<file path="config.mk">
export PLATFORM = sky130hd
export DESIGN_NAME = rdburst_engine
export DESIGN_NICKNAME = d
export VERILOG_FILES = /design/src/logic/rdburst_pkg.sv /design/src/logic/edge_sync.sv /design/src/logic/rdburst_engine.sv
export SDC_FILE = /design/constraint.sdc
export NUM_CORES = 1
export LEC_CHECK = 0
export BUFFER_PORTS_ARGS = -buffer_cell sky130_fd_sc_hd__clkbuf_2
export CAP_MARGIN = 25
export CORE_MARGIN = 8
export CORE_UTILIZATION = 48
export CTS_CLUSTER_SIZE = 25
export DETAILED_ROUTE_END_ITERATION = 16
export PLACE_DENSITY = 0.68
export SYNTH_ARGS = -nofsm -noshare
export SYNTH_HDL_FRONTEND = slang
export SYNTH_HIERARCHICAL = 1
export SYNTH_SLANG_ARGS = --single-unit
</file>
<file path="constraint.sdc">
create_clock -name ref_clk -period 5.6 [get_ports ref_clk]
set_clock_uncertainty 0.2 [all_clocks]
set_input_delay 0.84 -clock ref_clk [delete_from_list [all_inputs] [get_ports ref_clk]]
set_output_delay 0.84 -clock ref_clk [all_outputs]
set_load 0.005 [all_outputs]
</file>
<file path="src/logic/rdburst_pkg.sv">
// Purpose: Shared constants and types for the read burst engine
// Assumes: Command decode done outside; one command per link clock edge
// Notes:   Timing counts are in link clock cycles
package rdburst_pkg;
  localparam logic [1:0] BL_FIXED8   = 2'h0;
  localparam logic [1:0] BL_OTF      = 2'h1;
  localparam logic [1:0] BL_FIXED4   = 2'h2;
  localparam int         BL_POS      = 0;
  localparam int         CL_POS      = 4;
  localparam int         AL_POS      = 8;
  localparam logic [3:0] CL_RESET    = 4'h5;
  localparam logic [3:0] AL_RESET    = 4'h0;
  localparam logic [1:0] BL_RESET    = 2'h0;
  localparam logic [3:0] BL8_TAIL    = 4'h4;
  localparam logic [3:0] BC4_TAIL    = 4'h2;
  localparam int         CHOP_SEL    = 12;
  localparam int         DQ_W        = 8;
  localparam int         ADDR_W      = 16;

  typedef enum logic [2:0] {
    CMD_NOP = 3'h0,
    CMD_RD  = 3'h1,
    CMD_WR  = 3'h2,
    CMD_MRS = 3'h3
  } cmd_t;

  typedef struct packed {
    cmd_t              op;
    logic [ADDR_W-1:0] addr;
  } cmd_pkt_t;

  typedef struct packed {
    logic [1:0] bl_mode;
    logic [3:0] cl;
    logic [3:0] al;
  } mode_t;
endpackage

</file>
<file path="src/logic/edge_sync.sv">
// Purpose: Three-stage synchroniser with rising edge detect
// Assumes: Input is asynchronous to ref_clk
// Notes:   A change counts once stages two and three agree
`timescale 1ns/1ps
module edge_sync (
  input  wire logic ref_clk,
  input  wire logic rst_n,
  input  wire logic async_in,
  output logic      level_out,
  output logic      rise_out
);
  logic s1_r;
  logic s2_r;
  logic s3_r;
  logic lvl_r;

  always_ff @(posedge ref_clk or negedge rst_n) begin
    if (!rst_n) begin
      s1_r <= 1'b0;
      s2_r <= 1'b0;
      s3_r <= 1'b0;
    end else begin
      s1_r <= async_in;
      s2_r <= s1_r;
      s3_r <= s2_r;
    end
  end

  // Level only moves when the last two stages agree, filtering a metastable sample
  always_ff @(posedge ref_clk or negedge rst_n) begin
    if (!rst_n) begin
      lvl_r <= 1'b0;
    end else if (s2_r == s3_r) begin
      lvl_r <= s3_r;
    end
  end

  assign level_out = lvl_r;
  assign rise_out  = (s2_r == s3_r) && s3_r && !lvl_r;
endmodule

</file>
<file path="src/logic/rdburst_engine.sv">
// Purpose: Read burst length choice and output drive window of the memory device
// Assumes: Commands sampled on the link clock rising edge seen through a synchroniser
// Notes:   Strobe is modelled as a drive window plus toggle, data as column beats
//
// How it works
// A12 low gives chopped 4-beat burst, high gives 8-beat burst per command.
// A12 selects length only; it never forms part of the column address.
// Mode field 00 fixed 8, 10 fixed 4, 01 lets A12 choose.
// Controller spaces precharge after read by additive latency plus tRTP.
// Controller uses tRTP of at least four cycles and 7.5 ns.
// Controller also keeps activate-to-precharge interval when precharging after read.
// Controller activates again only after tRP and tRC have elapsed.
// Drive stops at edge RL plus four for 8 beats, plus two for chop.
// Controller resets and reinitialises after general timing violations.
// Bad write data timing may corrupt that location; device never hangs.
// Bad write strobe timing may corrupt only that write; device never hangs.
// Controller meets timing on every strobe edge of every write burst.
// Read data starts read latency after READ, latency being AL plus CL.
// Controller precharges before new row and activates before access.
// Controller tracks per-bank interval counters before issuing commands.
// In fixed modes A12 is ignored and the mode length applies.
`timescale 1ns/1ps
module rdburst_engine #(
  parameter int DQ_W  = rdburst_pkg::DQ_W,
  parameter int LAT_W = 6
) (
  input  wire logic                   ref_clk,
  input  wire logic                   rst_n,
  input  wire logic                   link_clk,
  input  wire rdburst_pkg::cmd_pkt_t  cmd_in,
  input  wire logic [DQ_W-1:0]        rd_word,
  output logic                        dq_oe,
  output logic [DQ_W-1:0]             dq_out,
  output logic                        dqs_oe,
  output logic                        dqs_out,
  output logic [9:0]                  col_out,
  output logic                        col_valid,
  output logic                        chop_out,
  output logic [1:0]                  bl_mode_out
);
  typedef enum logic [1:0] {
    ST_IDLE = 2'h0,
    ST_WAIT = 2'h1,
    ST_BURST = 2'h2
  } st_t;

  logic                   lclk_lvl;
  logic                   lclk_rise;
  rdburst_pkg::cmd_pkt_t  cmd_s1_r;
  rdburst_pkg::cmd_pkt_t  cmd_s2_r;
  rdburst_pkg::cmd_pkt_t  cmd_s3_r;
  rdburst_pkg::mode_t     mode_r;
  st_t                    st_r;
  logic [LAT_W-1:0]       lat_cnt_r;
  logic [3:0]             tail_cnt_r;
  logic                   chop_r;
  logic                   chop_nxt;
  logic [LAT_W-1:0]       rl;
  logic                   dq_oe_r;
  logic                   dqs_oe_r;
  logic                   dqs_r;
  logic [DQ_W-1:0]        dq_r;
  logic [9:0]             col_r;
  logic                   col_v_r;
  logic                   is_rd;
  logic                   burst_on;

  edge_sync u_lclk (
    .ref_clk   (ref_clk),
    .rst_n     (rst_n),
    .async_in  (link_clk),
    .level_out (lclk_lvl),
    .rise_out  (lclk_rise)
  );

  // Command bus also comes from outside; delayed three stages to match the clock path
  always_ff @(posedge ref_clk or negedge rst_n) begin
    if (!rst_n) begin
      cmd_s1_r <= '0;
      cmd_s2_r <= '0;
      cmd_s3_r <= '0;
    end else begin
      cmd_s1_r <= cmd_in;
      cmd_s2_r <= cmd_s1_r;
      cmd_s3_r <= cmd_s2_r;
    end
  end

  assign is_rd = lclk_rise && (cmd_s3_r.op == rdburst_pkg::CMD_RD);
  assign rl    = LAT_W'(mode_r.al) + LAT_W'(mode_r.cl);
  assign burst_on = (st_r == ST_BURST);

  // Mode register load: bits 1:0 length mode, 7:4 CAS latency, 11:8 additive latency
  always_ff @(posedge ref_clk or negedge rst_n) begin
    if (!rst_n) begin
      mode_r.bl_mode <= rdburst_pkg::BL_RESET;
      mode_r.cl      <= rdburst_pkg::CL_RESET;
      mode_r.al      <= rdburst_pkg::AL_RESET;
    end else if (lclk_rise && cmd_s3_r.op == rdburst_pkg::CMD_MRS) begin
      mode_r.bl_mode <= cmd_s3_r.addr[rdburst_pkg::BL_POS +: 2];
      mode_r.cl      <= cmd_s3_r.addr[rdburst_pkg::CL_POS +: 4];
      mode_r.al      <= cmd_s3_r.addr[rdburst_pkg::AL_POS +: 4];
    end
  end

  // Burst length choice for the current command
  always_comb begin
    case (mode_r.bl_mode)
      rdburst_pkg::BL_FIXED8: chop_nxt = 1'b0;
      rdburst_pkg::BL_FIXED4: chop_nxt = 1'b1;
      rdburst_pkg::BL_OTF:    chop_nxt = !cmd_s3_r.addr[rdburst_pkg::CHOP_SEL];
      default:                chop_nxt = 1'b0;
    endcase
  end

  // Read sequencer; a write or stray command never blocks it, so timing abuse cannot hang it
  always_ff @(posedge ref_clk or negedge rst_n) begin
    if (!rst_n) begin
      st_r <= ST_IDLE;
    end else if (is_rd) begin
      st_r <= ST_WAIT; // A new read restarts the sequence; see R10
    end else if (lclk_rise) begin
      case (st_r)
        ST_IDLE: begin
          st_r <= ST_IDLE;
        end
        ST_WAIT: begin
          if (lat_cnt_r == '0) begin
            st_r <= ST_BURST;
          end
        end
        ST_BURST: begin
          if (tail_cnt_r == 4'h1) begin
            st_r <= ST_IDLE;
          end
        end
        default: begin
          st_r <= ST_IDLE;
        end
      endcase
    end
  end

  // Latency countdown in link cycles; holds at zero once the burst starts
  always_ff @(posedge ref_clk or negedge rst_n) begin
    if (!rst_n) begin
      lat_cnt_r <= '0;
    end else if (is_rd) begin
      lat_cnt_r <= rl - LAT_W'(1);
    end else if (lclk_rise && st_r == ST_WAIT && lat_cnt_r != '0) begin
      lat_cnt_r <= lat_cnt_r - LAT_W'(1);
    end
  end

  // Link cycles left in the drive window
  always_ff @(posedge ref_clk or negedge rst_n) begin
    if (!rst_n) begin
      tail_cnt_r <= 4'h0;
    end else if (is_rd) begin
      tail_cnt_r <= chop_nxt ? rdburst_pkg::BC4_TAIL : rdburst_pkg::BL8_TAIL;
    end else if (lclk_rise && burst_on) begin
      tail_cnt_r <= tail_cnt_r - 4'h1;
    end
  end

  // Length of the read being served, kept until the next read
  always_ff @(posedge ref_clk or negedge rst_n) begin
    if (!rst_n) begin
      chop_r <= 1'b0;
    end else if (is_rd) begin
      chop_r <= chop_nxt;
    end
  end

  // One-cycle strobe for each read taken
  always_ff @(posedge ref_clk or negedge rst_n) begin
    if (!rst_n) begin
      col_v_r <= 1'b0;
    end else begin
      col_v_r <= is_rd;
    end
  end

  // Column capture; A12 is dropped from the column, only low ten bits form it
  always_ff @(posedge ref_clk or negedge rst_n) begin
    if (!rst_n) begin
      col_r <= 10'h000;
    end else if (is_rd) begin
      col_r <= cmd_s3_r.addr[9:0];
    end
  end

  // Data drive window; pins read zero whenever the enable is low
  always_ff @(posedge ref_clk or negedge rst_n) begin
    if (!rst_n) begin
      dq_oe_r <= 1'b0;
      dq_r    <= '0;
    end else begin
      dq_oe_r <= burst_on;
      dq_r    <= burst_on ? rd_word : '0;
    end
  end

  // Strobe window: follows the link clock level while bursting
  always_ff @(posedge ref_clk or negedge rst_n) begin
    if (!rst_n) begin
      dqs_oe_r <= 1'b0;
      dqs_r    <= 1'b0;
    end else begin
      dqs_oe_r <= burst_on;
      dqs_r    <= burst_on && lclk_lvl;
    end
  end

  assign dq_oe       = dq_oe_r;
  assign dq_out      = dq_r;
  assign dqs_oe      = dqs_oe_r;
  assign dqs_out     = dqs_r;
  assign col_out     = col_r;
  assign col_valid   = col_v_r;
  assign chop_out    = chop_r;
  assign bl_mode_out = mode_r.bl_mode;
endmodule

</file>
==> summary.md, run 1 <==
| Metric | Value |
|---|---|
| Highest-count cells in the layout ignoring fill and taps | `dfrtp_1 (94), clkbuf_2 (50), inv_1 (24), mux2_2 (20), ha_1 (14)` |
| Number of global-route vias before repair | `slightly below 2,000` |
| Combined buffer and inverter count along the critical path | `0` |
| Status | `finished, final reports clean` |
| Cts bufs inserted | `9` |
| Worst hold slack across all endpoints | `around 150 ps` |
| Final period utilization | `0.476` |
| Placer Congestion | `about 0.74` |
| Slack of the critical path | `just under 3000 ps` |
| Number of synthesis warnings | `6` |
| P&R area growth vs syn | `17.2%` |
| HPWL after DPL | `roughly 3400 um` |
| Setup TNS | `0 ps` |
| Worst setup timing slack at the placement stage | `approximately 2900 ps` |
| CTS resizes | `0` |
| WS Path Type | `reg2reg` |
| Number of hold-slack violations in the final timing report | `0` |
| Global-route wire length before repair | `slightly below 9000 um` |
| Startpoint of the worst register-to-register path | `u_lclk/s3_r` |
| Area enclosed by the die boundary | `0.0101 mm^2` |
| Count of cells along the worst register-to-register path | `5` |
| First-pass detailed-route iteration total | `4` |
| Maximum fanout encountered on the critical timing path | `32` |
| Hold wc startpoint | `cmd_s2_r[11]` |
| Dominant cell type by area after synthesis | `dfrtp_1` |
| Root buffer cell | `clkbuf_8` |
| Minimum setup slack among reg-to-reg paths | `just under 3000 ps` |
| Startpoint type of the worst setup path | `flip-flop` |
| Worst ir drop on vdd | `0.000193 V` |
| Final routed DRC violation total | `0` |
| Minimum period implied by the final worst setup slack | `between 2000 and 3000 ps` |
| Cells after Synth | `232` |
| Number of failing setup endpoints in the final timing report | `0` |
| Flip-flop cell with the highest count after synthesis | `dfrtp_1` |
| Total Nets Final | `between 300 and 400` |
| Average size of a mapped cell | `~15 um^2` |
| Number of enable-type register cells in the synthesized netlist | `0` |
| Worst Max-Slew Pin Slew | `between 800 and 900 ps` |
| Routed via count | `1,812` |
| Largest stage delay, worst path | `820 ps` |
| Global-route congestion overflow total | `0` |
| Syn nets | `277` |
| Ports placed on the boundary | `55` |
| Pwr Density | `430 mW/mm^2` |
| CP Data Required Time | `5650 ps` |
| Hold-fix buffers, CTS | `0` |
| Non-Filler Cell Area, Final | `~0.0040 mm^2` |
| Clock input transition at the sequential cells of the worst setup and hold paths | `100 ps` |
| DRT iter0 DRCs | `between 40 and 50` |
| Setup bufs post-CTS | `0` |
| Fraction of post-synthesis cell area in the top cell type by area | `0.683` |
| WHS Path Cells | `0` |
| End of the worst register-to-register path | `tail_cnt_r[2]` |
| Number of nets with antenna violations after routing | `0` |
| Crit. Startpoint | `u_lclk/s3_r` |
| Fraction of registers with async set/reset | `1.00` |
| Max Transition Viols Final | `0` |
| Antenna violations before repair | `0` |
| Clock net sink count | `96` |
| Via-to-Cell Ratio | `between 4 and 5` |
| Number of inserted diodes | `0` |
| Maximum number of pins on one net before global-route repair | `just over 70` |
| Hold worst-path end | `cmd_s3_r[11]` |
| Routed Wire Length | `around 5000 um` |
| RSZ-0062 raised after global routing | `false` |
| Register area share after synthesis | `0.699` |
| Top cells by area in the synthesized netlist | `dfrtp_1 (68%), mux2_2 (6.5%), ha_1 (5.1%), inv_1 (2.6%), and2_1 (1.8%)` |
| Global router's overall resource usage | `0.112` |
| Floorplan die height | `between 100 and 150 um` |
| CTS HTree Levels | `3` |
| Leading cell type in the layout, fill and taps excluded | `dfrtp_1` |
| Row cnt | `31` |
| Port Buf Inserts | `a little over 50` |
| Number of storage elements in the synthesis netlist | `96` |
| Max-Slew Margin vs Limit | `0.463` |
| Top delay family on crit path | `simple AND/OR/NAND/NOR gates` |
| Filler Cell Count | `between 500 and 600` |
| Fraction of layout instances using a drive strength above 1 | `0.325` |
| Source-to-sink clock delay at the later pin of the worst-skew pair | `~350 ps` |
| Worst Path Arrival | `roughly 2700 ps` |
| Total standard cell area after synthesis | `approximately 0.0034 mm^2` |
| Total core area | `0.00710 mm^2` |
| Die Width | `about 100 um` |
| TritonCTS clock tree | `built` |
| Class of the most critical hold timing path | `reg2reg` |
| Dpl cell area | `around 0.0038 mm^2` |
| Routed WL per cell | `~13 um` |
| Starting density of the core | `0.485` |
| Worst Setup End Kind | `flip-flop` |
| Max-cap violations | `0` |
| Leakage power | `1.98 nW` |
| Count of different cell masters after synthesis | `39` |
| Cell with the largest stage delay on the worst path | `and4bb_2` |
| Largest buffer count on any clock path | `2` |
| Maximum operating frequency | `about 370 MHz` |
| Critical path cell sequence | `ha_1, nor2b_1, and4bb_2, or3b_1, o21a_1` |
-- metal layers --
metal,vias to the layer above,part of all wire,global-route usage
li1,871,-,-
met1,900,0.44,0.125
met2,30,0.49,0.180
met3,11,0.042,0.0352
met4,0,0.025,0.0767
met5,-,0,0
-- final cells by class --
class,instances,area [um^2],area share
sequential,96,2400,0.596
multi-input combinational,104,901,0.223
timing repair buffer,52,265,0.0657
clock inverter,7,126,0.0313
clock buffer,9,124,0.0307
tap,99,124,0.0307
inverter,24,90.1,0.0223
-- worst register-to-register path: cells and delay by family (launching register included) --
kind | cells | cell delay (ps)
adders and majority gates | 1 | 130
and+or+nand+nor | 3 | 1750
AOI/OAI and AO/OA | 1 | 120
DFF | 1 | 360
-- power breakdown --
part           total (mW)  internal, mW  switching (mW)
sequential          0.871         0.800          0.0706
combinational       0.324         0.168           0.155
clock               0.542         0.303           0.240
-- how the worst max path moves through the flow --
stage / endpoint / slack, ps / depth (start not counted)
3_3_place_gp: tail_cnt_r[2] / 2940 / 5
4_1_cts: tail_cnt_r[2] / 2900 / 5
5_1_grt: tail_cnt_r[2] / 2760 / 5
6_report: tail_cnt_r[2] / 2930 / 5
2_1_floorplan: lat_cnt_r[3] / 3520 / 9
3_5_place_dp: tail_cnt_r[2] / 2930 / 5
-- cell usage after synthesis, drive strengths merged (2+ instances only) --
library cell	number
nand2	4
mux2i	3
nand3b	2
buf	7
mux2	21
inv	24
nor2	5
o31ai	2
a21oi	6
dfstp	2
nand4b	3
nor2b	4
nand2b	2
and2	10
o21ai	4
nor3	3
ha	14
xnor2	4
dfrtp	94
a21o	3
-- state kept, by name (all words and copies together) (netlist names) --
name / count
u_lclk/level_out: 1
cmd_s2_r: 16
tail_cnt_r: 4
col_valid: 1
bl_mode_out: 2
chop_out: 1
dq_out: 8
st_r: 2
lat_cnt_r: 6
mode_r: 8
cmd_s3_r: 16
dqs_out: 1
u_lclk/s2_r: 1
u_lclk/s3_r: 1
cmd_s1_r: 16
dqs_oe: 1
col_out: 10
u_lclk/s1_r: 1
-- cells by family (layout without fill, tap and decap cells) --
logic type	Yosys count	count (layout)	share of synthesized area
buf+inv	32	92	0.0396
compound gates	20	20	0.0400
fa+ha+maj	15	15	0.0567
mux	24	24	0.0785
flops	96	96	0.699
simple gates	40	40	0.0738
xor+xnor	5	5	0.0127
-- metrics by stage --
step | util | total power [mW] | instances
after CTS | 0.568 | 1.76 | 391
after detailed placement | 0.533 | 1.21 | 375
after global placement | 0.533 | 1.20 | 375
after floorplan | - | 1.10 | 232
after global routing | 0.568 | 1.85 | 391
final | 0.568 | 1.74 | 391
Power figures use the tool's default switching activity.
==> run 2: changes to the inputs <==
- clock period: 5.6 -> 2.8 ns (I/O delays scaled with it)
==> run 2 against run 1 <==
  * Largest power group unchanged
  * Design area grew 4.8%
  * Largest cell class unchanged
  * Clock power grew 84%
  * Highest routed layer unchanged
  * Maximum frequency grew 19%
==> summary.md, run 2 (same netlist as run 1, synthesis figures left out) <==
| Metric | Value |
|---|---|
| Leading cell type in the layout, fill and taps excluded | `dfrtp_1` |
| Setup TNS | `0 ps` |
| Maximum operating frequency | `approximately 450 MHz` |
| Worst setup timing slack at the placement stage | `just over 600 ps` |
| Final period utilization | `0.798` |
| Switching share of power | `0.270` |
| Total Power | `between 3 and 4 mW` |
| Global router's overall resource usage | `0.121` |
| Met3 track utilization from global routing | `0.0449` |
| Total core area | `roughly 0.0071 mm^2` |
| Setup bufs post-CTS | `0` |
| Root buffer cell | `clkbuf_8` |
| Worst Setup End Kind | `flip-flop` |
| Final routed DRC violation total | `0` |
| Worst ir drop on vdd | `around 0.00044 V` |
| Combined area of the multi-input logic cells | `around 900 um^2` |
| Max-cap violations | `0` |
| Share of power burned in the clock network | `0.292` |
| WHS Path Cells | `2` |
| Number of placed instances, taps included | `380` |
| Startpoint type of the worst setup path | `flip-flop` |
| Row cnt | `31` |
| Internal power component | `roughly 2.5 mW` |
| Maximum number of pins on one net before global-route repair | `49` |
| P&R area growth vs syn | `22.9%` |
| Placer Congestion | `roughly 0.74` |
| Slack of the critical path | `roughly 570 ps` |
| Floorplan die height | `a little over 100 um` |
| Non-filler instance count after layout | `approximately 410` |
| Worst Max-Slew Pin Slew | `between 600 and 700 ps` |
| Worst Path Arrival | `2260 ps` |
| Routed WL per cell | `around 13 um` |
| Largest buffer count on any clock path | `2` |
| Dpl cell area | `about 0.0038 mm^2` |
| Port Buf Inserts | `a little over 50` |
| HPWL after DPL | `around 3600 um` |
| Global-route wire length before repair | `roughly 9400 um` |
| DRT iter0 DRCs | `45` |
| Number of nets with antenna violations after routing | `0` |
| Source-to-sink clock delay at the later pin of the worst-skew pair | `350 ps` |
| Largest regs | `cmd_s1_r x16, cmd_s2_r x16, cmd_s3_r x16` |
| Startpoint of the worst register-to-register path | `u_lclk/s2_r` |
| Sequential cell fraction of total power | `0.510` |
| Minimum period implied by the final worst setup slack | `approximately 2200 ps` |
| Starting density of the core | `0.485` |
| Hold worst-path end | `dq_out[0]` |
| Count of cells along the worst register-to-register path | `8` |
| End of the worst register-to-register path | `lat_cnt_r[3]` |
| Antenna violations before repair | `0` |
| Number of failing setup endpoints in the final timing report | `0` |
| Routed Wire Length | `approximately 5300 um` |
| Number of hold-slack violations in the final timing report | `0` |
| Status | `finished, final reports clean` |
| Global-route congestion overflow total | `0` |
| Cts bufs inserted | `9` |
| Area enclosed by the die boundary | `slightly above 0.01 mm^2` |
| Switching power of the nets | `approximately 0.92 mW` |
| Die Width | `roughly 100 um` |
| Pwr Density | `roughly 810 mW/mm^2` |
| Grt peak-use layer | `met2` |
| Max Transition Viols Final | `0` |
| CP Data Required Time | `roughly 2800 ps` |
| Leakage power | `slightly above 2 nW` |
| CTS HTree Levels | `3` |
| Filler Cell Count | `roughly 560` |
| Sequential cell area | `about 0.0024 mm^2` |
| Via-to-Cell Ratio | `between 4 and 5` |
| Worst hold slack across all endpoints | `between 60 and 70 ps` |
| Max-Slew Margin vs Limit | `0.574` |
| TritonCTS clock tree | `built` |
| Maximum fanout encountered on the critical timing path | `22` |
| RSZ-0062 raised after global routing | `false` |
| M2 GR Usage | `0.197` |
| Number of global-route vias before repair | `slightly above 2,000` |
| Non-Filler Cell Area, Final | `between 0.004 and 0.005 mm^2` |
| Clock input transition at the sequential cells of the worst setup and hold paths | `roughly 90 ps` |
| Highest-count cells in the layout ignoring fill and taps | `dfrtp_1 (94), clkbuf_2 (50), inv_1 (24), mux2_2 (20), dlygate4sd3_1 (18)` |
| Routed via count | `~1,900` |
| Total Nets Final | `~360` |
| Minimum setup slack among reg-to-reg paths | `570 ps` |
| Hold wc startpoint | `rd_word[0]` |
| Class of the most critical hold timing path | `in2reg` |
| Clock net sink count | `between 90 and 100` |
| Post-Route Utilization | `0.596` |
| First-pass detailed-route iteration total | `4` |
| Number of inserted diodes | `0` |
| WS Path Type | `reg2reg` |
| Gate power share | `0.198` |
| Ports placed on the boundary | `55` |
| Fraction of layout instances using a drive strength above 1 | `0.314` |
| Global Route met1 Usage | `0.136` |
==> run 2: cell type report <==
cell class                 count  area share
clock buffer                  11      0.0334
clock inverter                 5      0.0204
timing repair buffer          75       0.114
tap                           99      0.0293
sequential                    96       0.568
inverter                      24      0.0213
multi-input combinational    104       0.213
==> run 2: how the worst max path moves through the flow <==
| stage | startpoint | to | slack [ps] | cells past startpoint |
|---|---|---|---|---|
| final | u_lclk/s2_r | lat_cnt_r[3] | 570 | 8 |
| after global routing | u_lclk/s2_r | lat_cnt_r[3] | 360 | 8 |
| after CTS | u_lclk/s2_r | lat_cnt_r[3] | 530 | 8 |
| after detailed placement | u_lclk/s2_r | col_out[1] | 610 | 6 |
| after global placement | u_lclk/s2_r | col_out[1] | 630 | 6 |
| after floorplan | mode_r[4] | lat_cnt_r[3] | 720 | 9 |
==> run 2: timing repair <==
action / in CTS / in global routing
hold endpoints to repair: 59 / 0
hold buffers: 18 / 0
gates resized for setup: 0 / 0
==> run 2: power by group through the flow <==
stage          registers (mW)  clock network, mW  logic [mW]
2_1_floorplan            1.74                  0       0.461
3_3_place_gp             1.76                  0       0.646
3_5_place_dp             1.77                  0       0.666
4_1_cts                  1.74               1.03       0.695
5_1_grt                  1.78               1.09       0.779
6_report                 1.74              0.997       0.678
==> run 2: critical path: stages (launching register included) <==
cell and delay, ps:
dfrtp_1 360, ha_1 140, nor2b_1 140, buf_4 170, and4bb_2 380, buf_4 340
nor2b_1 90, a32oi_1 190, o41ai_2 100
==> run 2: per-layer routing <==
metal	wire [um]	vias to the layer above
met5	0	-
met4	134	0
met3	240	12
met2	2710	26
met1	2250	937
li1	-	915
